`src/rtl/tcc_pkg.sv`:
```
// Purpose: constants and types of the timer capture/compare block
// Assumes: AHB-Lite word access, byte addresses below
// Notes:   all fields sit in the low bits of a word; upper bits read 0
package tcc_pkg;
  // ------------------------------------------------------------------
  // register byte offsets
  // ------------------------------------------------------------------
  localparam logic [7:0] OFS_CTRL = 8'h00;
  localparam logic [7:0] OFS_COUNT = 8'h04;
  localparam logic [7:0] OFS_MODULO = 8'h08;
  localparam logic [7:0] OFS_CH0_SC = 8'h0C;
  localparam logic [7:0] OFS_CH0_HIGH = 8'h10;
  localparam logic [7:0] OFS_CH0_LOW = 8'h14;
  localparam logic [7:0] OFS_CH1_SC = 8'h18;
  localparam logic [7:0] OFS_CH1_HIGH = 8'h1C;
  localparam logic [7:0] OFS_CH1_LOW = 8'h20;
  localparam logic [7:0] OFS_IRQ_STATUS = 8'h24;
  localparam logic [7:0] OFS_IRQ_MASK = 8'h28;
  localparam logic [7:0] OFS_CH_STRIDE = 8'h0C;
  // ------------------------------------------------------------------
  // field positions
  // ------------------------------------------------------------------
  localparam int CTRL_PS_LSB = 0;
  localparam int CTRL_RESET_BIT = 4;
  localparam int CTRL_STOP_BIT = 5;
  localparam int SC_TOV_BIT = 1;
  localparam int SC_ELS_A_BIT = 2;
  localparam int SC_ELS_B_BIT = 3;
  localparam int SC_MODE_A_BIT = 4;
  localparam int SC_IRQ_EN_BIT = 6;
  localparam int SC_FLAG_BIT = 7;
  localparam int STAT_OVF_BIT = 0;
  localparam int STAT_CH0_BIT = 1;
  localparam int NUM_CHAN = 2;
  localparam int NUM_STAT = 3;
  // ------------------------------------------------------------------
  // reset values and counts
  // ------------------------------------------------------------------
  localparam logic [2:0] PS_RESET = 3'h0;
  localparam logic [2:0] PS_MAX = 3'h6;
  localparam logic STOP_RESET = 1'b1;
  localparam logic [15:0] MODULO_RESET = 16'hFFFF;
  localparam logic [15:0] VALUE_RESET = 16'h0000;
  localparam logic [2:0] MASK_RESET = 3'h0;
  localparam logic [1:0] HTRANS_NONSEQ = 2'h2;
  // ------------------------------------------------------------------
  // types
  // ------------------------------------------------------------------
  typedef struct packed {
    logic irq_en;
    logic mode_a;
    logic els_b;
    logic els_a;
    logic tov;
  } tcc_chan_ctrl_t;
  localparam tcc_chan_ctrl_t CHAN_CTRL_RESET = '{1'b0, 1'b0, 1'b0, 1'b0, 1'b0};
endpackage : tcc_pkg

```
`src/rtl/tcc_timer.sv`:
```
// Purpose: two-channel capture/compare timer behind an AHB-Lite slave
// Assumes: 50 MHz clk_i, channel pins asynchronous to clk_i
// Notes:   zero-wait-state slave; compare values are unbuffered
//
// Summary of operation
// prescale_select picks one of seven clock rates derived from the bus clock.
// active capture edge copies the counter into the channel value pair.
// edge_level_select chooses rising, falling or either edge for capture.
// an input capture sets the channel event flag and may interrupt.
// counter equal to compare value sets, clears or toggles the pin.
// an output compare match sets the channel event flag and may interrupt.
// unbuffered compare writes overwrite the active value at once.
// unsynchronised compare writes may misbehave two overflow periods; not corrected.
// a value written behind the counter gives no compare that period.
// compare interrupt comes at the match ending the current pulse.
// software writes smaller compare values from the compare interrupt routine.
// overflow interrupt comes at the end of each counter period.
// software writes larger compare values from the overflow interrupt routine.
// overflow_toggle_bit set toggles the output at each overflow.
// edge_level_select 1:0 clears, 1:1 sets the output on compare.
// counter and values are 16 bits in two bytes, exact equality.
`timescale 1ns/100ps
module tcc_timer (
  input wire logic clk_i,
  input wire logic resetn_i,
  input wire logic hsel_i,
  input wire logic [31:0] haddr_i,
  input wire logic [1:0] htrans_i,
  input wire logic hwrite_i,
  input wire logic [2:0] hsize_i,
  input wire logic [31:0] hwdata_i,
  input wire logic hready_i,
  output logic [31:0] hrdata_o,
  output logic hreadyout_o,
  output logic hresp_o,
  input wire logic [1:0] chan_pin_i,
  output logic [1:0] chan_pin_o,
  output logic [1:0] chan_pin_oe_o,
  output logic irq_o
);
  // ------------------------------------------------------------------
  // storage shared by all sections
  // ------------------------------------------------------------------
  // the channel count sizes the arrays below, so it is declared first
  localparam int NUM_CHAN_L = tcc_pkg::NUM_CHAN;

  logic wr_pend_reg;
  logic [7:0] wr_addr_reg;
  logic [31:0] hrdata_reg;
  logic addr_ok;
  logic rd_take;
  logic [7:0] rd_addr;
  logic [31:0] rd_mux;
  logic [2:0] prescale_select_reg;
  logic stop_reg;
  logic [15:0] count_reg;
  logic [15:0] modulo_reg;
  logic [2:0] status_reg;
  logic [2:0] mask_reg;
  logic [15:0] chan_value_pair [NUM_CHAN_L];
  tcc_pkg::tcc_chan_ctrl_t chan_ctrl_reg [NUM_CHAN_L];
  logic [1:0] chan_event;
  logic [1:0] pin_reg;
  logic [1:0] pin_oe_reg;
  logic irq_reg;

  // ------------------------------------------------------------------
  // bus slave
  // ------------------------------------------------------------------
  // unused size bits: only whole-word transfers are issued
  assign addr_ok = hsel_i && hready_i && htrans_i[1];
  assign rd_take = addr_ok && !hwrite_i;
  assign rd_addr = haddr_i[7:0];

  always_ff @(posedge clk_i or negedge resetn_i)
  begin
    if (!resetn_i)
    begin
      wr_pend_reg <= 1'b0;
      wr_addr_reg <= 8'h00;
    end
    else
    begin
      wr_pend_reg <= addr_ok && hwrite_i;
      wr_addr_reg <= haddr_i[7:0];
    end
  end

  function automatic logic [7:0] sc_byte(input tcc_pkg::tcc_chan_ctrl_t c, input logic flag);
    logic [7:0] b;
    b = 8'h00;
    b[tcc_pkg::SC_FLAG_BIT] = flag;
    b[tcc_pkg::SC_IRQ_EN_BIT] = c.irq_en;
    b[tcc_pkg::SC_MODE_A_BIT] = c.mode_a;
    b[tcc_pkg::SC_ELS_B_BIT] = c.els_b;
    b[tcc_pkg::SC_ELS_A_BIT] = c.els_a;
    b[tcc_pkg::SC_TOV_BIT] = c.tov;
    return b;
  endfunction : sc_byte

  always_comb
  begin
    rd_mux = 32'h0000_0000;
    unique case (rd_addr)
      tcc_pkg::OFS_CTRL: rd_mux = {26'h0, stop_reg, 2'h0, prescale_select_reg};
      tcc_pkg::OFS_COUNT: rd_mux = {16'h0, count_reg};
      tcc_pkg::OFS_MODULO: rd_mux = {16'h0, modulo_reg};
      tcc_pkg::OFS_CH0_SC: rd_mux = {24'h0, sc_byte(chan_ctrl_reg[0], status_reg[1])};
      tcc_pkg::OFS_CH0_HIGH: rd_mux = {24'h0, chan_value_pair[0][15:8]};
      tcc_pkg::OFS_CH0_LOW: rd_mux = {24'h0, chan_value_pair[0][7:0]};
      tcc_pkg::OFS_CH1_SC: rd_mux = {24'h0, sc_byte(chan_ctrl_reg[1], status_reg[2])};
      tcc_pkg::OFS_CH1_HIGH: rd_mux = {24'h0, chan_value_pair[1][15:8]};
      tcc_pkg::OFS_CH1_LOW: rd_mux = {24'h0, chan_value_pair[1][7:0]};
      tcc_pkg::OFS_IRQ_STATUS: rd_mux = {29'h0, status_reg};
      tcc_pkg::OFS_IRQ_MASK: rd_mux = {29'h0, mask_reg};
      // unmapped offsets read as zero
      default: rd_mux = 32'h0000_0000;
    endcase
  end

  // read data is latched at the address phase so it comes from a flop
  always_ff @(posedge clk_i or negedge resetn_i)
  begin
    if (!resetn_i)
      hrdata_reg <= 32'h0000_0000;
    else if (rd_take)
      hrdata_reg <= rd_mux;
  end

  assign hrdata_o = hrdata_reg;
  assign hreadyout_o = 1'b1;
  assign hresp_o = 1'b0;

  // ------------------------------------------------------------------
  // control, modulo and mask registers
  // ------------------------------------------------------------------
  logic ctrl_wr;
  logic count_clear;
  assign ctrl_wr = wr_pend_reg && (wr_addr_reg == tcc_pkg::OFS_CTRL);
  // the reset bit is a pulse: acted on in the write cycle, never stored
  assign count_clear = ctrl_wr && hwdata_i[tcc_pkg::CTRL_RESET_BIT];

  always_ff @(posedge clk_i or negedge resetn_i)
  begin
    if (!resetn_i)
    begin
      prescale_select_reg <= tcc_pkg::PS_RESET;
      // held stopped out of reset so software can set it up first
      stop_reg <= tcc_pkg::STOP_RESET;
      modulo_reg <= tcc_pkg::MODULO_RESET;
      mask_reg <= tcc_pkg::MASK_RESET;
    end
    else if (wr_pend_reg)
    begin
      if (ctrl_wr)
      begin
        prescale_select_reg <= hwdata_i[tcc_pkg::CTRL_PS_LSB +: 3];
        stop_reg <= hwdata_i[tcc_pkg::CTRL_STOP_BIT];
      end
      if (wr_addr_reg == tcc_pkg::OFS_MODULO)
        modulo_reg <= hwdata_i[15:0];
      if (wr_addr_reg == tcc_pkg::OFS_IRQ_MASK)
        mask_reg <= hwdata_i[2:0];
    end
  end

  // ------------------------------------------------------------------
  // prescaler and counter
  // ------------------------------------------------------------------
  logic [5:0] div_reg;
  logic [5:0] div_mask;
  logic [2:0] ps_eff;
  logic tick;
  logic overflow;

  // code 7 is not a rate of its own; it runs at the slowest of the seven
  assign ps_eff = (prescale_select_reg > tcc_pkg::PS_MAX) ? tcc_pkg::PS_MAX
                                                          : prescale_select_reg;
  assign div_mask = 6'((7'h01 << ps_eff) - 7'h01);
  assign tick = !stop_reg && ((div_reg & div_mask) == div_mask);
  assign overflow = tick && (count_reg == modulo_reg);

  always_ff @(posedge clk_i or negedge resetn_i)
  begin
    if (!resetn_i)
    begin
      div_reg <= 6'h00;
      count_reg <= 16'h0000;
    end
    // a counter reset beats a running count and also clears the divider,
    // so the first tick after it is a full prescale period away
    else if (count_clear)
    begin
      div_reg <= 6'h00;
      count_reg <= 16'h0000;
    end
    else if (!stop_reg)
    begin
      div_reg <= div_reg + 6'h01;
      if (overflow)
        count_reg <= 16'h0000;
      else if (tick)
        count_reg <= count_reg + 16'h0001;
    end
  end

  // ------------------------------------------------------------------
  // channels
  // ------------------------------------------------------------------
  logic [1:0] pin_meta_reg;
  logic [1:0] pin_sync_reg;
  logic [1:0] pin_prev_reg;

  always_ff @(posedge clk_i or negedge resetn_i)
  begin
    if (!resetn_i)
    begin
      // pins idle low, so this reset level gives no false edge afterwards
      pin_meta_reg <= 2'h0;
      pin_sync_reg <= 2'h0;
      pin_prev_reg <= 2'h0;
    end
    else
    begin
      pin_meta_reg <= chan_pin_i;
      pin_sync_reg <= pin_meta_reg;
      pin_prev_reg <= pin_sync_reg;
    end
  end

  for (genvar ch = 0; ch < NUM_CHAN_L; ch++)
  begin : g_chan
    localparam logic [7:0] SC_A = 8'(tcc_pkg::OFS_CH0_SC + 8'(ch) * tcc_pkg::OFS_CH_STRIDE);
    localparam logic [7:0] HI_A = 8'(tcc_pkg::OFS_CH0_HIGH + 8'(ch) * tcc_pkg::OFS_CH_STRIDE);
    localparam logic [7:0] LO_A = 8'(tcc_pkg::OFS_CH0_LOW + 8'(ch) * tcc_pkg::OFS_CH_STRIDE);
    logic rise;
    logic fall;
    logic capture;
    logic match;
    logic toggled;
    tcc_pkg::tcc_chan_ctrl_t c;

    assign c = chan_ctrl_reg[ch];
    assign rise = pin_sync_reg[ch] && !pin_prev_reg[ch];
    assign fall = !pin_sync_reg[ch] && pin_prev_reg[ch];
    // 0:1 rising, 1:0 falling, 1:1 either; 0:0 disables capture
    assign capture = !c.mode_a && ((c.els_a && rise) || (c.els_b && fall));
    // equality is tested only on a counter step, so a value the counter
    // has already passed gives no match until the next period
    assign match = c.mode_a && tick && (count_reg == chan_value_pair[ch]);
    assign chan_event[ch] = capture || match;

    always_ff @(posedge clk_i or negedge resetn_i)
    begin
      if (!resetn_i)
        chan_ctrl_reg[ch] <= tcc_pkg::CHAN_CTRL_RESET;
      else if (wr_pend_reg && (wr_addr_reg == SC_A))
      begin
        chan_ctrl_reg[ch].irq_en <= hwdata_i[tcc_pkg::SC_IRQ_EN_BIT];
        chan_ctrl_reg[ch].mode_a <= hwdata_i[tcc_pkg::SC_MODE_A_BIT];
        chan_ctrl_reg[ch].els_b <= hwdata_i[tcc_pkg::SC_ELS_B_BIT];
        chan_ctrl_reg[ch].els_a <= hwdata_i[tcc_pkg::SC_ELS_A_BIT];
        chan_ctrl_reg[ch].tov <= hwdata_i[tcc_pkg::SC_TOV_BIT];
      end
    end

    // software write and capture never shadow: the last one wins, and a
    // bus write beats a capture in the same cycle; mistimed writes are
    // software's to avoid
    always_ff @(posedge clk_i or negedge resetn_i)
    begin
      if (!resetn_i)
        chan_value_pair[ch] <= tcc_pkg::VALUE_RESET;
      else if (wr_pend_reg && (wr_addr_reg == HI_A))
        chan_value_pair[ch][15:8] <= hwdata_i[7:0];
      else if (wr_pend_reg && (wr_addr_reg == LO_A))
        chan_value_pair[ch][7:0] <= hwdata_i[7:0];
      else if (capture)
        chan_value_pair[ch] <= count_reg;
    end

    assign toggled = (overflow && c.tov) ? !pin_reg[ch] : pin_reg[ch];

    always_ff @(posedge clk_i or negedge resetn_i)
    begin
      if (!resetn_i)
      begin
        pin_reg[ch] <= 1'b0;
        pin_oe_reg[ch] <= 1'b0;
      end
      else
      begin
        // els 00 hands the pin back to the outside; the output flop may
        // still follow overflow toggles but nothing is driven
        pin_oe_reg[ch] <= c.mode_a && (c.els_a || c.els_b);
        if (!c.mode_a)
          pin_reg[ch] <= 1'b0;
        else if (match && c.els_b)
          pin_reg[ch] <= c.els_a;
        else if (match && c.els_a)
          pin_reg[ch] <= !toggled;
        else
          pin_reg[ch] <= toggled;
      end
    end
  end

  assign chan_pin_o = pin_reg;
  assign chan_pin_oe_o = pin_oe_reg;

  // ------------------------------------------------------------------
  // interrupt status
  // ------------------------------------------------------------------
  logic [2:0] stat_set;
  logic [2:0] eff_mask;
  logic stat_rd;

  assign stat_set = {chan_event, overflow};
  assign stat_rd = rd_take && (rd_addr == tcc_pkg::OFS_IRQ_STATUS);
  assign eff_mask = mask_reg & {chan_ctrl_reg[1].irq_en, chan_ctrl_reg[0].irq_en, 1'b1};
  // a channel needs both its mask bit and its own enable bit to interrupt

  // a new event in the clearing cycle survives the read
  always_ff @(posedge clk_i or negedge resetn_i)
  begin
    if (!resetn_i)
      status_reg <= 3'h0;
    else if (stat_rd)
      status_reg <= stat_set;
    else
      status_reg <= status_reg | stat_set;
  end

  always_ff @(posedge clk_i or negedge resetn_i)
  begin
    if (!resetn_i)
      irq_reg <= 1'b0;
    else
      irq_reg <= |(status_reg & eff_mask);
  end

  assign irq_o = irq_reg;
endmodule : tcc_timer

```
`config.mk`:
```
export PLATFORM = sky130hd
export DESIGN_NAME = tcc_timer
export DESIGN_NICKNAME = d
export VERILOG_FILES = /design/src/rtl/tcc_pkg.sv /design/src/rtl/tcc_timer.sv
export SDC_FILE = /design/constraint.sdc
export NUM_CORES = 1
export LEC_CHECK = 0
export BUFFER_PORTS_ARGS = -buffer_cell sky130_fd_sc_hd__clkbuf_2
export CAP_MARGIN = 0
export CORE_ASPECT_RATIO = 1.1
export CORE_MARGIN = 3
export CORE_UTILIZATION = 41
export CTS_CLUSTER_DIAMETER = 150
export CTS_CLUSTER_SIZE = 20
export DETAILED_ROUTE_END_ITERATION = 16
export PLACE_DENSITY = 0.71
export SETUP_SLACK_MARGIN = 0.3
export SLEW_MARGIN = 10
export SYNTH_ARGS = -nofsm -noshare
export SYNTH_HDL_FRONTEND = slang
export SYNTH_SLANG_ARGS = --single-unit
```
`constraint.sdc`:
```
create_clock -name clk_i -period 2.2 [get_ports clk_i]
set_input_delay 0.44 -clock clk_i [delete_from_list [all_inputs] [get_ports clk_i]]
set_output_delay 0.44 -clock clk_i [all_outputs]
set_load 0.03 [all_outputs]
```
Word-level counts from Yosys, hierarchy flattened
Index checks and enable logic that the tools add are counted.
- output and inout bits: 39
- register bits after elaboration: 142
- logic and storage cells: 164
- $add $sub $neg: 3
- order comparisons: 1
- muxes and demuxes: 25
- eq/ne operators: 25
- bitwise operators: 6
- reduce and logical (&&, ||, !) cells: 71
- shift-type cells: 1
- operator list (kind ; count):
    16-bit case mux with 11 select lines ; 1
    16-bit 2-to-1 mux ; 6
    8-bit by 5-bit == test with 1-bit output (second input constant) ; 8
    16-bit == test ; 3
    8-bit 2-to-1 mux ; 6
    8-bit by 6-bit == test with 1-bit output (second input constant) ; 5
    1-bit logical AND ; 37
    8-bit by 4-bit == test with 1-bit output (second input constant) ; 4
    16-bit by 1-bit adder with 16-bit output (second input constant) ; 1
    8-bit logical NOT ; 2
    2-bit AND reduction ; 8
    1-bit logical NOT ; 12
    6-bit 2-to-1 mux ; 2
    8-bit by 3-bit == test with 1-bit output (second input constant) ; 1
    1-bit 2-to-1 mux ; 8
    2-bit nonzero test ; 4
    6-bit by 1-bit adder with 6-bit output (second input constant) ; 1
    3-bit bitwise AND ; 2
    6-bit bitwise AND ; 1
    6-bit == test ; 1
    1-bit logical OR ; 6
    3-bit 2-to-1 mux ; 2
    1-bit by 3-bit left shift with 6-bit output (first input constant) ; 1
    6-bit by 1-bit subtractor with 6-bit output (second input constant) ; 1
    other kinds (7) ; 9

Longest topological paths before layout
- depth in word-level cells: 14
- gate-level depth with buffers: 9
- mapped depth without buffers: 6

Worst setup path before layout
OpenSTA, ideal clock, no wires.
- path type: reg-to-reg
- start point: register stop_reg
- end point: register pin_reg[0], in the netlist chan_pin_o[0]
- arrival time: 1.924 ns
- clock period less this slack: 1.997 ns
- slack: 0.203 ns
- required time: 2.127 ns
- setup time: 0.073 ns
- cell stages (with the launch flop): 9
- cell sequence: dfstp_2 -> buf_6 -> nand4b_4 -> a2111oi_4 -> o21bai_2 -> buf_6 -> or4_4 -> a32o_1 -> a21boi_2
- word-level cells in the longest chain between the ends: 9
- elaborated cells on any way between the ends: 13
- classes of those cells: 4 x mux; 9 x reduce/logical
- RTL lines (what ; RTL line ; source):
    start: declaration ; tcc_timer.sv:55 ; logic stop_reg;
    start signal: assignment ; tcc_timer.sv:149 ; stop_reg <= tcc_pkg::STOP_RESET;
    start signal: assignment ; tcc_timer.sv:158 ; stop_reg <= hwdata_i[tcc_pkg::CTRL_STOP_BIT];
    1-bit logical NOT (*) ; -- ;
    1-bit logical AND (*) ; tcc_timer.sv:180 ; assign tick = !stop_reg && ((div_reg & div_mask) == div_mask);
    1-bit logical AND ; tcc_timer.sv:181 ; assign overflow = tick && (count_reg == modulo_reg);
    1-bit logical AND ; tcc_timer.sv:282 ; assign toggled = (overflow && c.tov) ? !pin_reg[ch] : pin_reg[ch];
    1-bit 2-to-1 mux ; tcc_timer.sv:282 ;
    1-bit logical NOT ; tcc_timer.sv:301 ; pin_reg[ch] <= !toggled;
    1-bit 2-to-1 mux ; tcc_timer.sv:300 ; else if (match && c.els_a)
    1-bit 2-to-1 mux (*) ; tcc_timer.sv:298 ; else if (match && c.els_b)
    1-bit 2-to-1 mux (*) ; tcc_timer.sv:296 ; if (!c.mode_a)
    end signal: indexed assignment ; tcc_timer.sv:299 ; pin_reg[ch] <= c.els_a;
    end signal: indexed assignment ; tcc_timer.sv:301 ;
    end signal: indexed assignment ; tcc_timer.sv:303 ; pin_reg[ch] <= toggled;
    end: declaration ; tcc_timer.sv:63 ; logic [1:0] pin_reg;
Every way passes the cells marked *; elsewhere a longest branch is shown, timed or not.
A chain may end at the register's enable or synchronous reset.

Worst setup path after layout
- start point: register modulo_reg[0]
- end point: register pin_reg[1], in the netlist chan_pin_o[1]
- word-level cells in the longest chain between the ends: 8
- RTL lines (what ; RTL line ; source):
    start: declaration ; tcc_timer.sv:57 ; logic [15:0] modulo_reg;
    start signal: assignment ; tcc_timer.sv:150 ; modulo_reg <= tcc_pkg::MODULO_RESET;
    start signal: assignment ; tcc_timer.sv:161 ; modulo_reg <= hwdata_i[15:0];
    16-bit == test (*) ; tcc_timer.sv:181 ;
    1-bit logical AND (*) ; tcc_timer.sv:181 ;
    1-bit logical AND (*) ; tcc_timer.sv:282 ;
    1-bit 2-to-1 mux (*) ; tcc_timer.sv:282 ;
    1-bit logical NOT ; tcc_timer.sv:301 ;
    1-bit 2-to-1 mux (*) ; tcc_timer.sv:300 ;
    1-bit 2-to-1 mux (*) ; tcc_timer.sv:298 ;
    1-bit 2-to-1 mux (*) ; tcc_timer.sv:296 ;
Marked as above.

==> out/qor.csv <==
stage,metric,value,unit
status,outcome,"complete, no violations",
clock_network,"Reg clk slew, reported paths",0.06,ns
logic_synthesis,Yosys reg bits,126,
clock_network,CTS sink count,126,
floorplanning,# IOs,115,
sta,Rel. slew slack,58.3,%
logic_synthesis,post-synthesis adder-cell area fraction,0.360,%
worst_setup_path,"Slowest-stage cell, CP",dfstp_2,
worst_setup_path,r2r endpoint,chan_pin_o[1]$_DFF_PN0_,
clock_network,clock root cell,clkbuf_16,
floorplanning,die area,18600,um2
placed_design,Place WS,0.0460,ns
drt,drt pass-1 iters,5,
worst_setup_path,crit end category,flop,
finish,# fillers,1444,
clock_network,worst skew pair latency,0.42,ns
sta,Final TNS setup,0,ns
worst_setup_path,reg-to-reg setup timing slack,0.09,ns
sta,FMAX,0.473,GHz
logic_synthesis,main flop type after synthesis,dfrtp_1,
logic_synthesis,share of the synthesized area in the top cell type,39.2,%
drt,Routed WL,19.3,mm
drt,vias per cell,5.70,
global_route,first-pass GRT wire length,29.4,mm
logic_synthesis,mux share of post-synthesis cell area,13.2,%
global_route,vias in the first global route,5383,
sta,Clock Skew,0.00654,ns
placed_design,port buffer count,52,
logic_synthesis,Post-synth EDFFs,0,
worst_setup_path,reg2reg start,modulo_reg[0]$_DFFE_PN1P_,
logic_synthesis,post-synth cell types,64,
drt,wire per inst,19.8,um
worst_setup_path,Worst Setup EP,chan_pin_o[1]$_DFF_PN0_,
power_and_ir_drop,Combinational Power Share,19.3,%
placed_design,Placer Congestion,0.939,
power_and_ir_drop,Sw Pwr,2.00,mW
finish,antenna cells,0,
sta,"Hold Vio Cnt, Final",0,
worst_setup_path,CP Depth,7,
logic_synthesis,Post-synth ARST share,100,%
finish,Reg with most FFs,chan_value_pair,
sta,min Tclk post-route,2.11,ns
clock_network,CTS tree,done,
worst_setup_path,CP bufs+invs,1,
logic_synthesis,Synth Cell Area,6950,um2
logic_synthesis,Yosys top cell by area,dfrtp_1,
logic_synthesis,sequential-to-total area share from yosys stat,45.7,%
worst_setup_path,crit-path cells,"xor2_1, nor4_2, nand4_1, buf_6, or4_4, a32o_1, a21boi_1",
logic_synthesis,YS warnings,0,
global_route,global-route total usage across every layer,21.1,%
floorplanning,Die Ht,143,um
clock_network,total CTS buffers,17,
logic_synthesis,ranking of synthesized cells by area,"dfrtp_1, xor2_1, dfstp_2, mux2_2, mux2i_1",
sta,Tcrit/Tclk final,96.1,%
logic_synthesis,main combinational cell family by area after synthesis,simple AND/OR/NAND/NOR gates,
worst_setup_path,"Data required, critical path",2.55,ns
worst_setup_path,CP startpoint kind,flop,
power_and_ir_drop,internal power,4.73,mW
global_route,initial antenna violation count,0,
sta,setup violators final,0,
logic_synthesis,XOR/XNOR share of the synthesized area,7.94,%
drt,number of routed nets with antenna violations,0,
global_route,grt ovf,0,
power_and_ir_drop,worst IR drop on VDD,538,uV
clock_network,H-tree levels,4,
sta,Setup WS post-layout,0.0851,ns
finish,nets,837,
placed_design,hpwl dp,14.1,mm
power_and_ir_drop,Reg power frac,41.1,%
placed_design,Placed Area,7630,um2
worst_setup_path,critical path peak fanout,5,
finish,share of cells above drive strength 1,32.4,%
flow_run,Max-cap violations,0,
floorplanning,placeable core area,16500,um2
worst_setup_path,CP top delay family,simple AND/OR/NAND/NOR gates,
finish,Layout Area Growth over Synthesis,21.5,%
floorplanning,width of the die,130,um
logic_synthesis,simple-gate share of the synthesized area,14.1,%
logic_synthesis,Cells after Synth,669,
sta,unrepaired setup endpoints after global routing,true,
drt,via count,5560,
logic_synthesis,Compound-Gate Fraction of Synth Area,12.8,%
hold_path,class of the worst hold path,in -> reg,
worst_setup_path,worst setup path startpoint,modulo_reg[0]$_DFFE_PN1P_,
worst_setup_path,FF-to-FF path depth,7,
power_and_ir_drop,switching share of power,29.7,%
power_and_ir_drop,PD cells,797,nW/um2
worst_setup_path,WP data arrival,2.46,ns
power_and_ir_drop,power share of the clock group,39.6,%
global_route,largest net degree at the start of global routing,52,
sta,Slew Limit Fails,0,
floorplanning,row count,49,
sta,Least-Margin Pin Slew,0.625,ns
finish,max reg flops,32,
power_and_ir_drop,Leakage,3.91,nW
clock_network,deepest clock path buffer count,2,
drt,number of remaining DRC errors,0,
logic_synthesis,syn avg cell area,10.4,um2
worst_setup_path,crit-path max cell delay,0.58,ns
worst_setup_path,kind of critical path,reg -> reg,
finish,"Design Area, Final",8450,um2
drt,DR iter-0 viols,487,
floorplanning,Starting Density,42.2,%
-- cell type report --
class / count / area (um2) / area share, %
Inverter: 9 / 33.8 / 0.400
Clock inverter: 12 / 121 / 1.44
Clock buffer: 20 / 437 / 5.17
Multi-Input combinational cell: 485 / 3590 / 42.5
Timing Repair Buffer: 120 / 836 / 9.89
Tap cell: 204 / 255 / 3.02
Sequential cell: 126 / 3180 / 37.6
-- Yosys cell counts (4+ instances only) --
| cell type | number |
|---|---|
| nand2_1 | 70 |
| dfrtp_1 | 109 |
| inv_1 | 9 |
| nor3_1 | 9 |
| buf_6 | 4 |
| clkbuf_1 | 17 |
| buf_1 | 7 |
| o21ai_1 | 16 |
| xnor2_1 | 9 |
| mux4_2 | 4 |
| o2111ai_1 | 4 |
| and2_1 | 5 |
| buf_4 | 21 |
| mux2i_1 | 39 |
| a221oi_1 | 4 |
| buf_2 | 16 |
| a21oi_1 | 13 |
| a32o_1 | 5 |
| xor2_1 | 54 |
| nor2_1 | 25 |
| nand2b_1 | 4 |
| nand3_1 | 15 |
| nor4_1 | 13 |
| a22oi_1 | 11 |
| nand4_1 | 7 |
| a22o_1 | 5 |
| nand3b_1 | 5 |
| mux2_2 | 39 |
| and3_1 | 9 |
| o21ai_0 | 45 |
| dfstp_2 | 17 |
| nor2b_1 | 7 |
-- repair_timing --
action / 4_1_cts / 5_1_grt
gates cloned: 0 / 1
setup endpoints to repair: 31 / 30
buffers inserted: 3 / 5
hold buffers: 1 / 0
resized for setup: 11 / 34
endpoints found under the hold margin: 7 / 0
pin swaps: 5 / 9
-- power by group through the flow --
stage	logic (mW)	clock network (mW)	registers [mW]
after floorplan	0.849	0	2.72
after global placement	1.18	0	2.79
after detailed placement	1.20	0	2.80
after CTS	1.23	2.70	2.76
after global routing	1.42	2.81	2.79
final	1.30	2.67	2.77
-- placed cells by master (no fill, tap or decap), types with 11 or more instances in the layout --
cell,Yosys,layout
a22oi_1,11,11
dfrtp_1,109,108
xor2_1,54,52
nor2_1,25,16
nand3_1,15,14
conb_1,2,18
o21ai_0,45,43
clkbuf_2,0,51
dfstp_2,17,17
mux2i_1,39,39
mux2_2,39,39
buf_4,21,59
a21oi_1,13,12
clkbuf_16,0,17
nand2_1,70,69
o21ai_1,16,15
-- kinds of logic after synthesis --
kind of cell / count (synthesis)
simple gates: 187
compound gates: 133
flops: 126
mux: 82
buf+inv: 74
xor+xnor: 63
fa+ha+maj: 2
other cells: 2
-- how the worst min path moves through the flow --
stage / startpoint / to / slack (ns) / cells past startpoint
after floorplan: resetn_i / chan_ctrl_reg[0]$_DFFE_PN0P_ / 0.14 / 0
after global placement: resetn_i / pin_meta_reg[0]$_DFF_PN0_ / 0.29 / 1
after CTS: chan_pin_i[1] / pin_meta_reg[1]$_DFF_PN0_ / 0.11 / 1
after global routing: chan_pin_i[1] / pin_meta_reg[1]$_DFF_PN0_ / 0.11 / 1
after detailed placement: resetn_i / chan_pin_oe_o[0]$_DFF_PN0_ / 0.29 / 1
final: chan_pin_i[1] / pin_meta_reg[1]$_DFF_PN0_ / 0.12 / 1
-- layer usage --
layer	GRT usage, %	routed length [um]	vias to the layer above
li1	-	-	2529
met1	27.3	7630	2701
met2	32.7	9220	268
met3	5.03	1590	62
met4	11.0	879	0
met5	0	0	-
-- stage by stage --
step / std cells / util (%) / total power, mW / hold slack, ns
after floorplan: 685 / - / 3.57 / 0.144
after global placement: 934 / 46.3 / 3.97 / 0.287
after detailed placement: 934 / 46.3 / 4.00 / 0.288
after CTS: 970 / 50.1 / 6.68 / 0.106
after global routing: 976 / 51.2 / 7.02 / 0.107
final: 976 / 51.2 / 6.73 / 0.120
Power figures use the tool's default switching activity.
